File: src/rtl/qps_pkg.sv
package qps_pkg;
  // Register byte offsets
  localparam logic [7:0] OFF_SAVE   = 8'h00;
  localparam logic [7:0] OFF_MOTOR  = 8'h04;
  localparam logic [7:0] OFF_CMDT   = 8'h08;
  localparam logic [7:0] OFF_GNUM   = 8'h0c;
  localparam logic [7:0] OFF_GDEN   = 8'h10;
  localparam logic [7:0] OFF_PACKED = 8'h14;
  localparam logic [7:0] OFF_STAT   = 8'h18;
  localparam logic [7:0] OFF_MASK   = 8'h1c;
  localparam logic [7:0] OFF_MENU   = 8'h20;
  localparam logic [7:0] OFF_STATE  = 8'h24;
  // Save command codes
  localparam logic [7:0] SAVE_ONLY   = 8'h01;
  localparam logic [7:0] SAVE_REBOOT = 8'h02;
  localparam logic [7:0] REBOOT_ONLY = 8'h03;
  localparam logic [7:0] INIT_CTRL   = 8'h0a;
  // Command type codes (rightmost digit)
  localparam logic [3:0] CT_DUAL  = 4'h0;
  localparam logic [3:0] CT_PDIR  = 4'h1;
  localparam logic [3:0] CT_AB    = 4'h2;
  localparam logic [3:0] CT_COMM  = 4'h8;
  // Reset values, fault display code and hex display limit
  localparam logic [3:0]  CMDT_RST   = 4'h1;
  localparam logic [31:0] GEAR_RST   = 32'h0000_03e8;
  localparam logic [15:0] PACKED_RST = 16'h1001;
  localparam logic [15:0] MOTOR_NONE = 16'h0000;
  localparam logic [15:0] DISP_NONE  = 16'hffff;
  localparam logic [15:0] FAULT_CODE = 16'h4002;
  localparam logic [7:0]  MODE_PULSE = 8'hfc;
  localparam logic [31:0] HEX_LIMIT  = 32'd9999;
  // Status bit positions
  localparam int ST_TIMEOUT = 0;
  localparam int ST_SAVED   = 1;
  localparam int ST_MFAULT  = 2;
  localparam int ST_MLEARN  = 3;
  localparam int ST_W       = 4;
  // Menu inactivity time
  localparam longint CLK_HZ     = 10_000_000;
  localparam longint IDLE_S     = 30;
  localparam longint IDLE_CYC   = IDLE_S * CLK_HZ;
  typedef enum logic [1:0] {
    QPS_IDLE   = 2'b00,
    QPS_SAVE   = 2'b01,
    QPS_REBOOT = 2'b10
  } qps_cmd_t;
endpackage

File: src/rtl/qps_idle_timer.sv
`timescale 1ns/100ps
`default_nettype none
module qps_idle_timer
  import qps_pkg::*;
#(
  parameter logic [31:0] LIMIT = 32'd300000000
)(
  input  wire logic clk,
  input  wire logic rst_n,
  input  wire logic run,
  input  wire logic kick,
  output logic      expire
);
  logic [31:0] cnt_r;

  // Counts idle cycles while running; kick restarts the wait
  always_ff @(posedge clk or negedge rst_n)
  begin
    if (!rst_n)
    begin
      cnt_r  <= 32'h0;
      expire <= 1'b0;
    end
    else
    begin
      expire <= 1'b0;
      if (!run || kick)
        cnt_r <= 32'h0;
      else if (cnt_r == LIMIT - 32'h1)
      begin
        cnt_r  <= 32'h0;
        expire <= 1'b1;
      end
      else
        cnt_r <= cnt_r + 32'h1;
    end
  end
endmodule
`default_nettype wire

File: src/rtl/qps_param_store.sv
`timescale 1ns/100ps
`default_nettype none
module qps_param_store
  import qps_pkg::*;
#(
  parameter logic [31:0] IDLE_LIMIT = 32'(IDLE_CYC)
)(
  input  wire logic        clk,
  input  wire logic        rst_n,
  input  wire logic        psel,
  input  wire logic        penable,
  input  wire logic        pwrite,
  input  wire logic [7:0]  paddr,
  input  wire logic [31:0] pwdata,
  output logic             pready,
  output logic [31:0]      prdata,
  output logic             pslverr,
  input  wire logic        panelKey,
  input  wire logic        pulseIn,
  input  wire logic        motorIdValid,
  input  wire logic [15:0] motorIdCode,
  input  wire logic [7:1]  din,
  input  wire logic        driveReady,
  input  wire logic        brakeRelease,
  input  wire logic        posReached,
  input  wire logic        zeroSpeed,
  input  wire logic        driveError,
  output logic             scaledStep,
  output logic [7:0]       workMode,
  output logic [6:0]       inFunc,
  output logic [4:1]       dout,
  output logic             alarmOut,
  output logic [7:0]       loopProfile,
  output logic [15:0]      dispCode,
  output logic             dispFlash,
  output logic [1:0]       dispHex,
  output logic             saveReq,
  output logic             rebootReq,
  output logic             irq
);
  logic [3:0]      cmdType_r;
  logic [7:0]      commMode_r;
  logic [31:0]     gearNum_r, gearDen_r;
  logic [15:0]     packed_r, motor_r;
  logic [3:0]      svCmdType_r;
  logic [31:0]     svNum_r, svDen_r;
  logic [15:0]     svPacked_r;
  logic [ST_W-1:0] stat_r, mask_r, evt;
  logic            menuOn_r, chainBoot_r;
  logic [7:0]      menuPos_r;
  logic            motorFault_r;
  logic [32:0]     acc_r;
  qps_cmd_t        cmd_r;
  logic            wrEn, hit, pulseType, idleExp;

  // No wait state: pready is high in the first access cycle
  assign wrEn = psel & penable & pready & pwrite;
  assign pulseType = cmdType_r inside {CT_DUAL, CT_PDIR, CT_AB};
  assign hit = paddr inside {OFF_SAVE, OFF_MOTOR, OFF_CMDT, OFF_GNUM,
                             OFF_GDEN, OFF_PACKED, OFF_STAT, OFF_MASK,
                             OFF_MENU, OFF_STATE};
  // APB handshake and read data
  always_ff @(posedge clk or negedge rst_n)
  begin
    if (!rst_n)
    begin
      pready  <= 1'b0;
      pslverr <= 1'b0;
      prdata  <= 32'h0;
    end
    else
    begin
      pready  <= psel & ~penable;
      pslverr <= psel & ~penable & ~hit;
      if (psel & ~penable & ~pwrite)
        unique case (paddr)
          OFF_MOTOR:  prdata <= {16'h0, motor_r};
          OFF_CMDT:   prdata <= {16'h0, commMode_r, 4'h0, cmdType_r};
          OFF_GNUM:   prdata <= gearNum_r;
          OFF_GDEN:   prdata <= gearDen_r;
          OFF_PACKED: prdata <= {16'h0, packed_r};
          OFF_STAT:   prdata <= {28'h0, stat_r};
          OFF_MASK:   prdata <= {28'h0, mask_r};
          OFF_MENU:   prdata <= {23'h0, menuOn_r, menuPos_r};
          OFF_STATE:  prdata <= {7'h0, motorFault_r, dispCode, workMode};
          default:    prdata <= 32'h0;
        endcase
    end
  end
  // Working values act at once; saved copies survive reboot
  always_ff @(posedge clk or negedge rst_n)
  begin
    if (!rst_n)
    begin
      cmdType_r  <= CMDT_RST;
      commMode_r <= 8'h0;
      gearNum_r  <= GEAR_RST;
      gearDen_r  <= GEAR_RST;
      packed_r   <= PACKED_RST;
    end
    else if (cmd_r == QPS_REBOOT)
    begin
      cmdType_r <= svCmdType_r;
      gearNum_r <= svNum_r;
      gearDen_r <= svDen_r;
      packed_r  <= svPacked_r;
    end
    else if (wrEn && paddr == OFF_SAVE && pwdata[7:0] == INIT_CTRL)
    begin
      cmdType_r <= CMDT_RST;
      gearNum_r <= GEAR_RST;
      gearDen_r <= GEAR_RST;
      packed_r  <= PACKED_RST;
    end
    else if (wrEn)
      unique case (paddr)
        OFF_CMDT:
        begin
          cmdType_r  <= pwdata[3:0];
          commMode_r <= pwdata[15:8];
        end
        OFF_GNUM:   gearNum_r <= pwdata;
        OFF_GDEN:   gearDen_r <= pwdata;
        OFF_PACKED: packed_r  <= pwdata[15:0];
        default:    ;
      endcase
  end
  // Saved copies stand in for non-volatile storage
  always_ff @(posedge clk or negedge rst_n)
  begin
    if (!rst_n)
    begin
      svCmdType_r <= CMDT_RST;
      svNum_r     <= GEAR_RST;
      svDen_r     <= GEAR_RST;
      svPacked_r  <= PACKED_RST;
    end
    else if (cmd_r == QPS_SAVE)
    begin
      svCmdType_r <= cmdType_r;
      svNum_r     <= gearNum_r;
      svDen_r     <= gearDen_r;
      svPacked_r  <= packed_r;
    end
  end
  // Save command decode; save runs before a following reboot
  always_ff @(posedge clk or negedge rst_n)
  begin
    if (!rst_n)
    begin
      cmd_r     <= QPS_IDLE;
      saveReq   <= 1'b0;
      rebootReq <= 1'b0;
      chainBoot_r <= 1'b0;
    end
    else
    begin
      saveReq   <= cmd_r == QPS_SAVE;
      rebootReq <= cmd_r == QPS_REBOOT;
      if (wrEn && paddr == OFF_SAVE)
      begin
        chainBoot_r <= pwdata[7:0] == SAVE_REBOOT;
        unique case (pwdata[7:0])
          SAVE_ONLY, SAVE_REBOOT: cmd_r <= QPS_SAVE;
          REBOOT_ONLY:            cmd_r <= QPS_REBOOT;
          default:                cmd_r <= QPS_IDLE;
        endcase
      end
      else if (cmd_r == QPS_SAVE && chainBoot_r)
        cmd_r <= QPS_REBOOT;
      else
        cmd_r <= QPS_IDLE;
    end
  end
  // Loop profile recomputed only when a save completes
  always_ff @(posedge clk or negedge rst_n)
  begin
    if (!rst_n)
      loopProfile <= PACKED_RST[7:0];
    else if (saveReq)
      loopProfile <= {svPacked_r[7:4], svPacked_r[3:0]};
  end
  // Setup menu: operator keys keep it alive
  always_ff @(posedge clk or negedge rst_n)
  begin
    if (!rst_n)
    begin
      menuOn_r  <= 1'b0;
      menuPos_r <= 8'h0;
    end
    else if (idleExp)
    begin
      menuOn_r  <= 1'b0;
      menuPos_r <= 8'h0;
    end
    else if (wrEn && paddr == OFF_MENU)
    begin
      menuOn_r  <= pwdata[8];
      menuPos_r <= pwdata[7:0];
    end
    else if (panelKey)
      menuOn_r <= 1'b1;
  end
  qps_idle_timer #(
    .LIMIT (IDLE_LIMIT)
  ) u_idle (
    .clk    (clk),
    .rst_n  (rst_n),
    .run    (menuOn_r),
    .kick   (panelKey | (wrEn && paddr == OFF_MENU)),
    .expire (idleExp)
  );
  // Motor recognition: learn when none held, else compare
  always_ff @(posedge clk or negedge rst_n)
  begin
    if (!rst_n)
    begin
      motor_r      <= MOTOR_NONE;
      motorFault_r <= 1'b0;
    end
    else if (motorIdValid)
      if (motor_r == MOTOR_NONE)
        motor_r <= motorIdCode;
      else if (motorIdCode != motor_r)
        motorFault_r <= 1'b1;
      else
        motorFault_r <= 1'b0;
  end
  // Display code and flashing
  always_ff @(posedge clk or negedge rst_n)
  begin
    if (!rst_n)
    begin
      dispCode  <= DISP_NONE;
      dispFlash <= 1'b1;
      dispHex   <= 2'b00;
    end
    else
    begin
      dispFlash <= (motor_r == MOTOR_NONE) | motorFault_r;
      dispCode  <= motorFault_r ? FAULT_CODE :
                   (motor_r == MOTOR_NONE) ? DISP_NONE : motor_r;
      dispHex   <= {gearDen_r > HEX_LIMIT, gearNum_r > HEX_LIMIT};
    end
  end
  // Gear scaler: one step out per cycle while credit covers den
  always_ff @(posedge clk or negedge rst_n)
  begin
    if (!rst_n)
    begin
      acc_r      <= 33'h0;
      scaledStep <= 1'b0;
    end
    else if (!pulseType || gearDen_r == 32'h0)
    begin
      acc_r      <= 33'h0;
      scaledStep <= 1'b0;
    end
    else
    begin
      scaledStep <= acc_r >= {1'b0, gearDen_r};
      acc_r <= acc_r + (pulseIn ? {1'b0, gearNum_r} : 33'h0)
             - ((acc_r >= {1'b0, gearDen_r}) ? {1'b0, gearDen_r} : 33'h0);
    end
  end

  // Mode, input and output function mapping
  always_ff @(posedge clk or negedge rst_n)
  begin
    if (!rst_n)
    begin
      workMode <= MODE_PULSE;
      inFunc   <= 7'h0;
      dout     <= 4'h0;
      alarmOut <= 1'b0;
    end
    else
    begin
      workMode  <= pulseType ? MODE_PULSE : commMode_r;
      inFunc[0] <= pulseType & din[1];
      inFunc[1] <= pulseType & din[2];
      inFunc[2] <= pulseType & din[3];
      inFunc[3] <= din[4] & ~packed_r[8];
      inFunc[4] <= din[5] & ~packed_r[8];
      inFunc[5] <= din[7];
      inFunc[6] <= 1'b0;
      dout      <= {zeroSpeed, posReached, brakeRelease, driveReady};
      alarmOut  <= packed_r[12] ? driveError : ~driveError;
    end
  end

  // Sticky events; set wins over write-one clear
  assign evt = {motorIdValid & motor_r == MOTOR_NONE,
                motorIdValid & motor_r != MOTOR_NONE & motorIdCode != motor_r,
                saveReq, idleExp};
  always_ff @(posedge clk or negedge rst_n)
  begin
    if (!rst_n)
    begin
      stat_r <= '0;
      mask_r <= '0;
      irq    <= 1'b0;
    end
    else
    begin
      stat_r <= (stat_r & ~((wrEn && paddr == OFF_STAT) ?
                pwdata[ST_W-1:0] : '0)) | evt;
      if (wrEn && paddr == OFF_MASK)
        mask_r <= pwdata[ST_W-1:0];
      irq <= |(stat_r & mask_r);
    end
  end

  // Checks
  idle_exit_a: assert property (@(posedge clk) disable iff (!rst_n)
    idleExp |=> !menuOn_r && menuPos_r == 8'h0)
    else $error("menu not left on timeout");
  save_copy_a: assert property (@(posedge clk) disable iff (!rst_n)
    cmd_r == QPS_SAVE |=> svPacked_r == $past(packed_r))
    else $error("save did not copy");
  save_decode_a: assert property (@(posedge clk) disable iff (!rst_n)
    wrEn && paddr == OFF_SAVE && pwdata[7:0] == REBOOT_ONLY |=> ##1 rebootReq)
    else $error("reboot not issued");
  chain_boot_a: assert property (@(posedge clk) disable iff (!rst_n)
    wrEn && paddr == OFF_SAVE && pwdata[7:0] == SAVE_REBOOT |=> ##2 rebootReq)
    else $error("save and reboot not chained");
  loop_update_a: assert property (@(posedge clk) disable iff (!rst_n)
    saveReq |=> loopProfile == $past(svPacked_r[7:0]))
    else $error("loop profile stale");
  mode_map_a: assert property (@(posedge clk) disable iff (!rst_n)
    cmdType_r == CT_COMM ##1 cmdType_r == CT_COMM |-> inFunc[2:0] == 3'h0)
    else $error("comm type kept inputs");
  gear_off_a: assert property (@(posedge clk) disable iff (!rst_n)
    !pulseType ##1 !pulseType |-> !scaledStep)
    else $error("scaling outside pulse types");
  alarm_pol_a: assert property (@(posedge clk) disable iff (!rst_n)
    $stable(packed_r[12]) |=> alarmOut == ($past(packed_r[12]) ~^
                                           $past(driveError)))
    else $error("alarm polarity wrong");
  motor_fault_a: assert property (@(posedge clk) disable iff (!rst_n)
    motorIdValid && motor_r != MOTOR_NONE && motorIdCode != motor_r
    |=> motorFault_r ##1 dispFlash)
    else $error("mismatch not flagged");
  irq_gate_a: assert property (@(posedge clk) disable iff (!rst_n)
    |(stat_r & mask_r) |=> irq)
    else $error("interrupt missing");
  save_cov_c: cover property (@(posedge clk) disable iff (!rst_n) saveReq);
  idle_cov_c: cover property (@(posedge clk) disable iff (!rst_n) idleExp);
  step_cov_c: cover property (@(posedge clk) disable iff (!rst_n)
    scaledStep);
endmodule
`default_nettype wire

File: config.mk
export PLATFORM = sky130hd
export DESIGN_NAME = qps_param_store
export DESIGN_NICKNAME = d
export VERILOG_FILES = /design/src/rtl/qps_pkg.sv /design/src/rtl/qps_idle_timer.sv /design/src/rtl/qps_param_store.sv
export SDC_FILE = /design/constraint.sdc
export NUM_CORES = 1
export LEC_CHECK = 0
export BUFFER_PORTS_ARGS = -buffer_cell sky130_fd_sc_hd__buf_2
export CORE_ASPECT_RATIO = 1.4
export CORE_MARGIN = 4
export CORE_UTILIZATION = 60
export DETAILED_ROUTE_END_ITERATION = 6
export HOLD_SLACK_MARGIN = 0.06
export PLACE_DENSITY = 0.8
export SYNTH_ARGS = -nofsm -noshare
export SYNTH_HDL_FRONTEND = slang
export SYNTH_HIERARCHICAL = 1
export SYNTH_SLANG_ARGS = --single-unit
File: constraint.sdc
create_clock -name clk -period 10.4 [get_ports clk]
set_input_delay 1.56 -clock clk [delete_from_list [all_inputs] [get_ports clk]]
set_output_delay 1.56 -clock clk [all_outputs]
set_load 0.05 [all_outputs]
Word-level counts from Yosys, hierarchy flattened
Cells that the tools add are included.
- input port bits: 76
- output and inout port bits: 85
- register bits after elaboration: 363
- word-level logic and storage cells: 160
- eq/ne operators: 19
- order comparisons: 3
- reduce and logical (&&, ||, !) cells: 33
- mux-type cells: 39
- add/sub/neg operators: 3
- bitwise operators: 28
- operators with widths (kind ; count):
    32-bit 2-to-1 mux ; 12
    32-bit case mux with 9 select lines ; 1
    16-bit 2-to-1 mux ; 6
    32-bit by 14-bit greater-than comparator with 1-bit output, second input constant ; 2
    33-bit by 32-bit adder with 33-bit output ; 1
    33-bit by 32-bit greater-or-equal comparator with 1-bit output ; 1
    33-bit 2-to-1 mux ; 1
    33-bit by 32-bit subtractor with 33-bit output ; 1
    32-bit by 1-bit adder with 32-bit output, second input constant ; 1
    32-bit by 29-bit equality test with 1-bit output, second input constant ; 1
    8-bit by 5-bit equality test with 1-bit output, second input constant ; 4
    32-bit zero test ; 1
    8-bit by 4-bit equality test with 1-bit output, second input constant ; 3
    8-bit 2-to-1 mux ; 3
    3-bit nonzero test ; 7
    4-bit 2-to-1 mux ; 5
    8-bit by 2-bit equality test with 1-bit output, second input constant ; 2
    8-bit by 6-bit equality test with 1-bit output, second input constant ; 2
    16-bit zero test ; 1
    16-bit inequality test ; 1
    16-bit nonzero test ; 1
    1-bit AND ; 14
    2-bit AND reduction ; 6
    10-bit nonzero test ; 1
    23 further kinds ; 47

Depth between registers and ports, before layout
- word-level depth: 8
- mapped depth: 21
- depth with buffers taken out: 20

Hierarchy
The synthesis kept the hierarchy.
- modules (own cells, without submodules) (module ; cells each ; area an instance (um^2) ; times used ; sequential area each (um^2)):
    qps_param_store ; 1856 ; 17489.3 ; 1 ; 8325.5
    qps_idle_timer ; 198 ; 1905.6 ; 1 ; 825.8

Worst setup path after synthesis
No wires, ideal clock.
- path type: flip-flop to flip-flop
- from: register gearDen_r[26]
- to: register acc_r[20]
- slack: 5.242 ns
- library setup time: 0.132 ns
- path buffers: 1
- arrival: 5.026 ns
- required time: 10.268 ns
- clock period less this slack: 5.158 ns
- cell stages (with the launch flop): 21
- cells stage by stage: dfrtp_1 -> inv_1 -> ha_1 -> a21o_1 -> a21o_1 -> a21oi_1 -> o211ai_1 -> a21o_1 -> nor4_1 -> clkbuf_1 -> nor3_1 -> fa_1 -> inv_1 -> fa_1 -> a21o_1 -> a221o_1 -> a211oi_1 -> a21oi_1 -> a211oi_1 -> xor2_1 -> nor2_1
- longest elaborated chain between the ends: 4
- elaborated cells on any way between the ends: 6
- classes of those cells: add/sub: 1; order compare: 1; mux: 2; reduce/logical: 2
- ends and longest elaborated chain (item ; RTL line ; text):
    start, declared ; qps_param_store.sv:43 ; logic [31:0] gearNum_r, gearDen_r;
    start signal, assigned ; qps_param_store.sv:105 ; gearDen_r <= svDen_r;
    start signal, assigned ; qps_param_store.sv:123 ; OFF_GDEN: gearDen_r <= pwdata;
    33-bit by 32-bit greater-or-equal comparator with 1-bit output ; qps_param_store.sv:263 ; - ((acc_r >= {1'b0, gearDen_r}) ? {1'b0, gearDen_r} : 33'h0);
    32-bit 2-to-1 mux ; qps_param_store.sv:263 ;
    33-bit by 32-bit subtractor with 33-bit output ; qps_param_store.sv:263 ;
    33-bit 2-to-1 mux (*) ; qps_param_store.sv:254 ; else if (!pulseType || gearDen_r == 32'h0)
    end signal, assigned ; qps_param_store.sv:262 ; acc_r <= acc_r + (pulseIn ? {1'b0, gearNum_r} : 33'h0)
    end, declared ; qps_param_store.sv:52 ; logic [32:0] acc_r;
Every way passes the cells marked *; elsewhere a longest branch is shown, timed or not.
A chain may end at the register's enable or synchronous reset.

Final worst setup path
- from: register gearDen_r[26]
- to: register acc_r[32]
Same word-level chain as after synthesis.

==> reports/qor.yml <==
critical_path:
  timing.critical_path.cells: "inv_1 -> ha_1 -> a21o_1 -> a21o_1 -> a21oi_1 -> o211ai_1 -> a21o_1 -> nor4_2 -> buf_4 -> nor3_1 -> fa_1 -> inv_1 -> fa_1 -> a21o_1 -> a221o_1 -> a211oi_1 -> a211oi_1 -> o21ai_0 -> xnor2_1 -> nor2_1"
  slowest_delay_ns: 0.59
  cpLargestDelayFamily: "compound AO/OA/AOI/OAI gates"
  worstSetupPathType: "reg -> reg"
  critPathLaunchType: "flip-flop"
  required_ns: 10.78
  endpoint_arrival_time_on_the_critical_path_ns: 6.34
  end_kind: "flip-flop"
  critical_path.most_common_cell: "a21o_1"
  worst-path-max-fanout: 33
  critical_path.n_buffers_inverters: 3
  timing.critical_path.slowest_stage_cell: "a211oi_1"
power_and_ir_drop:
  vdd_ir_drop_max_v: 0.000143
  leakagePower_uw: 0.0104
  power_density_mw_per_mm2: 264
route:
  route.detailed.vias_per_inst: 6.40
  dr_total_vias: 16477
  post-route-drc-count: 4
  detail_route.wirelength_um: 55600
  route.detailed.wl_per_inst_um: 21.6
  drt_first_pass_iters: 7
  route.antenna.remaining_nets: 0
  drt_iter0_markers: 1699
floorplan:
  top_level_ports: 161
  core.rowCount: 77
  coreArea_mm2: 0.0318
  die_width_um: 160
  floorplan.die_area_mm2: 0.0353
  initial_core_util: 0.610
  floorplan.die.height_um: 221
global_routing:
  grt_pass1_wl_um: 89100
  grt_pass1_vias: 16448
  gr-usage-all-layers: 0.314
  global_route_congestion_overflow_total: 0
  antenna_found_initial: 5
  grt_start_max_net_pins: 101
placed_design:
  post-place-ws_ns: 4.52
  detailed_place.area_mm2: 0.0203
  routabilityCongestion: 0.939
  detailed_place_hpwl_um: 38800
  port-buffer-count: 158
sta:
  setup-tns-final_ns: 0
  final.hold.worst_slack_ns: 0.461
  timing.fmax_ghz: 0.168
  clock_skew_ns: 0.0251
  rsz_0062_raised_after_global_routing: "false"
  slew_violations: 0
  timing.slew.headroom: 0.215
  layout_worst_path_cycle_share: 0.573
  final_worst_setup_slack_ns: 4.44
  total_of_endpoints_with_negative_setup_slack_in_the_final_report: 0
  worstMarginPinSlew_ns: 1.17
  fin_crit_ns: 5.96
  final_hold_violation_count: 0
flow_run:
  max-cap-violations: 0
clock_tree:
  cts_resized: 0
  clk_pin_slew_worst_paths_ns: 0.06
  cts_max_path_buffers: 3
  h-tree-depth: 2
  number_of_buffers_inserted_by_hold_repair_at_cts: 0
  cts_made_buffers: 37
  clk_latency_ns: 0.54
  post-cts-setup-buffers: 0
  clk_root_buffer_cell: "clkbuf_16"
  clock-sinks: 363
  tritoncts_clock_tree: "yes"
synthesis:
  synth.ff_latch_count: 363
  yosysUniqueCellTypes: 78
  syn_area_per_cell_um2: 9.44
  synth_nets: 2228
  synth_ff_type: "dfrtp_1"
  total_standard_cell_area_after_synthesis_mm2: 0.0194
  sequential_area_share_after_synthesis: 0.472
  count_of_flip_flops_with_a_built_in_enable_after_synthesis: 0
  ys_async_sr_fraction: 1.00
  syn_inst: 2054
  yosys_warnings: 6
hold_path:
  hold_class: "reg -> reg"
final_layout:
  layout.cell_area.non_filler_mm2: 0.0217
  layout.cells.most_common_list: "nand2_1, dfrtp_1, buf_2"
  layout_commonest_cell: "nand2_1"
  syn2layout_area_growth_pct: 11.9
  layout-drive-gt1-share: 0.169
  finish.net_count: 2322
status:
  violations: "DRC"
  status: "complete, but fails checks"
## cell type report
| type | count | area, um2 |
|---|---|---|
| clock inverter | 22 | 332 |
| multi-input combinational | 1428 | 9230 |
| fill | 2395 | 10100 |
| timing repair buffer | 177 | 943 |
| sequential | 363 | 9150 |
| antenna | 4 | 10.0 |
| tap | 395 | 494 |
| clock buffer | 46 | 1010 |
| inverter | 141 | 529 |
## worst reg2reg max path: cells and delay by family, from the launching register on
kind | cells | cell delay (ns)
AO/OA/AOI/OAI | 10 | 2.86
XOR/XNOR | 1 | 0.15
adder cells (fa/ha/maj) | 3 | 1.34
buffers and inverters | 3 | 0.60
flip-flops | 1 | 0.42
AND/OR/NAND/NOR | 3 | 0.45
## worst paths after layout
kind                                            from  cells past startpoint  slack [ns]                      to
max reg2reg                gearDen_r[26]$_DFFE_PN0P_                     20        4.44     acc_r[32]$_DFF_PN0_
max                        gearDen_r[26]$_DFFE_PN0P_                     20        4.44     acc_r[32]$_DFF_PN0_
min                           svNum_r[7]$_DFFE_PN1P_                      2        0.46  svNum_r[7]$_DFFE_PN1P_
max in group asynchronous                      rst_n                      3        7.18     inFunc[2]$_DFF_PN0_
min reg2reg                   svNum_r[7]$_DFFE_PN1P_                      2        0.46  svNum_r[7]$_DFFE_PN1P_
min in group asynchronous                      rst_n                      1        1.00     inFunc[3]$_DFF_PN0_
## metrics by stage
step,power (uW),util,cells
5_1_grt,6150,0.683,2576
3_5_place_dp,4220,0.640,2504
6_report,5720,0.683,2576
3_3_place_gp,4150,0.640,2504
2_1_floorplan,3650,-,2054
4_1_cts,5710,0.682,2572
## report_power, final
part           internal, uW  leakage [uW]  total [uW]  switching (uW)
logic                  1060       0.00517        2630            1570
registers              1550       0.00454        1620            77.5
clock network           897      0.000661        1470             575
total                  3500        0.0104        5720            2220
## kinds of logic (layout without fill, tap and decap cells)
family / count (synthesis) / count (layout) / synth area share
fa+ha+maj: 98 / 98 / 0.0756
other cells: 1 / 5 / 0.000193
mux: 30 / 30 / 0.0184
compound gates: 515 / 515 / 0.182
xor+xnor: 50 / 50 / 0.0226
simple gates: 734 / 734 / 0.175
flops: 363 / 363 / 0.472
buf+inv: 263 / 386 / 0.0544
## synthesized netlist by cell type (all sizes together) (33+ instances only)
master / n / share of area
clkbuf: 95 / 0.018
nor3: 60 / 0.015
a21o: 44 / 0.017
ha: 66 / 0.043
dfstp: 54 / 0.073
xor2: 33 / 0.015
inv: 141 / 0.027
o21ai: 130 / 0.034
a21oi: 92 / 0.024
nand2: 349 / 0.068
nor2: 138 / 0.027
a22oi: 72 / 0.028
dfrtp: 309 / 0.40
## state kept, by name, indices dropped and copies added, names as in the netlist, 16 cells and up
signal,flops
acc_r,33
dispCode,16
packed_r,16
svNum_r,32
motor_r,16
gearDen_r,32
gearNum_r,32
u_idle/cnt_r,32
svPacked_r,16
prdata,32
svDen_r,32
## metal layers
metal	global-route usage	part of all wire	vias to the layer above
li1	-	-	7398
met1	0.400	0.38	8069
met2	0.521	0.48	839
met3	0.0544	0.078	169
met4	0.164	0.057	2
met5	0	0.00013	-
No activity file was read; power rests on OpenSTA's default activity.
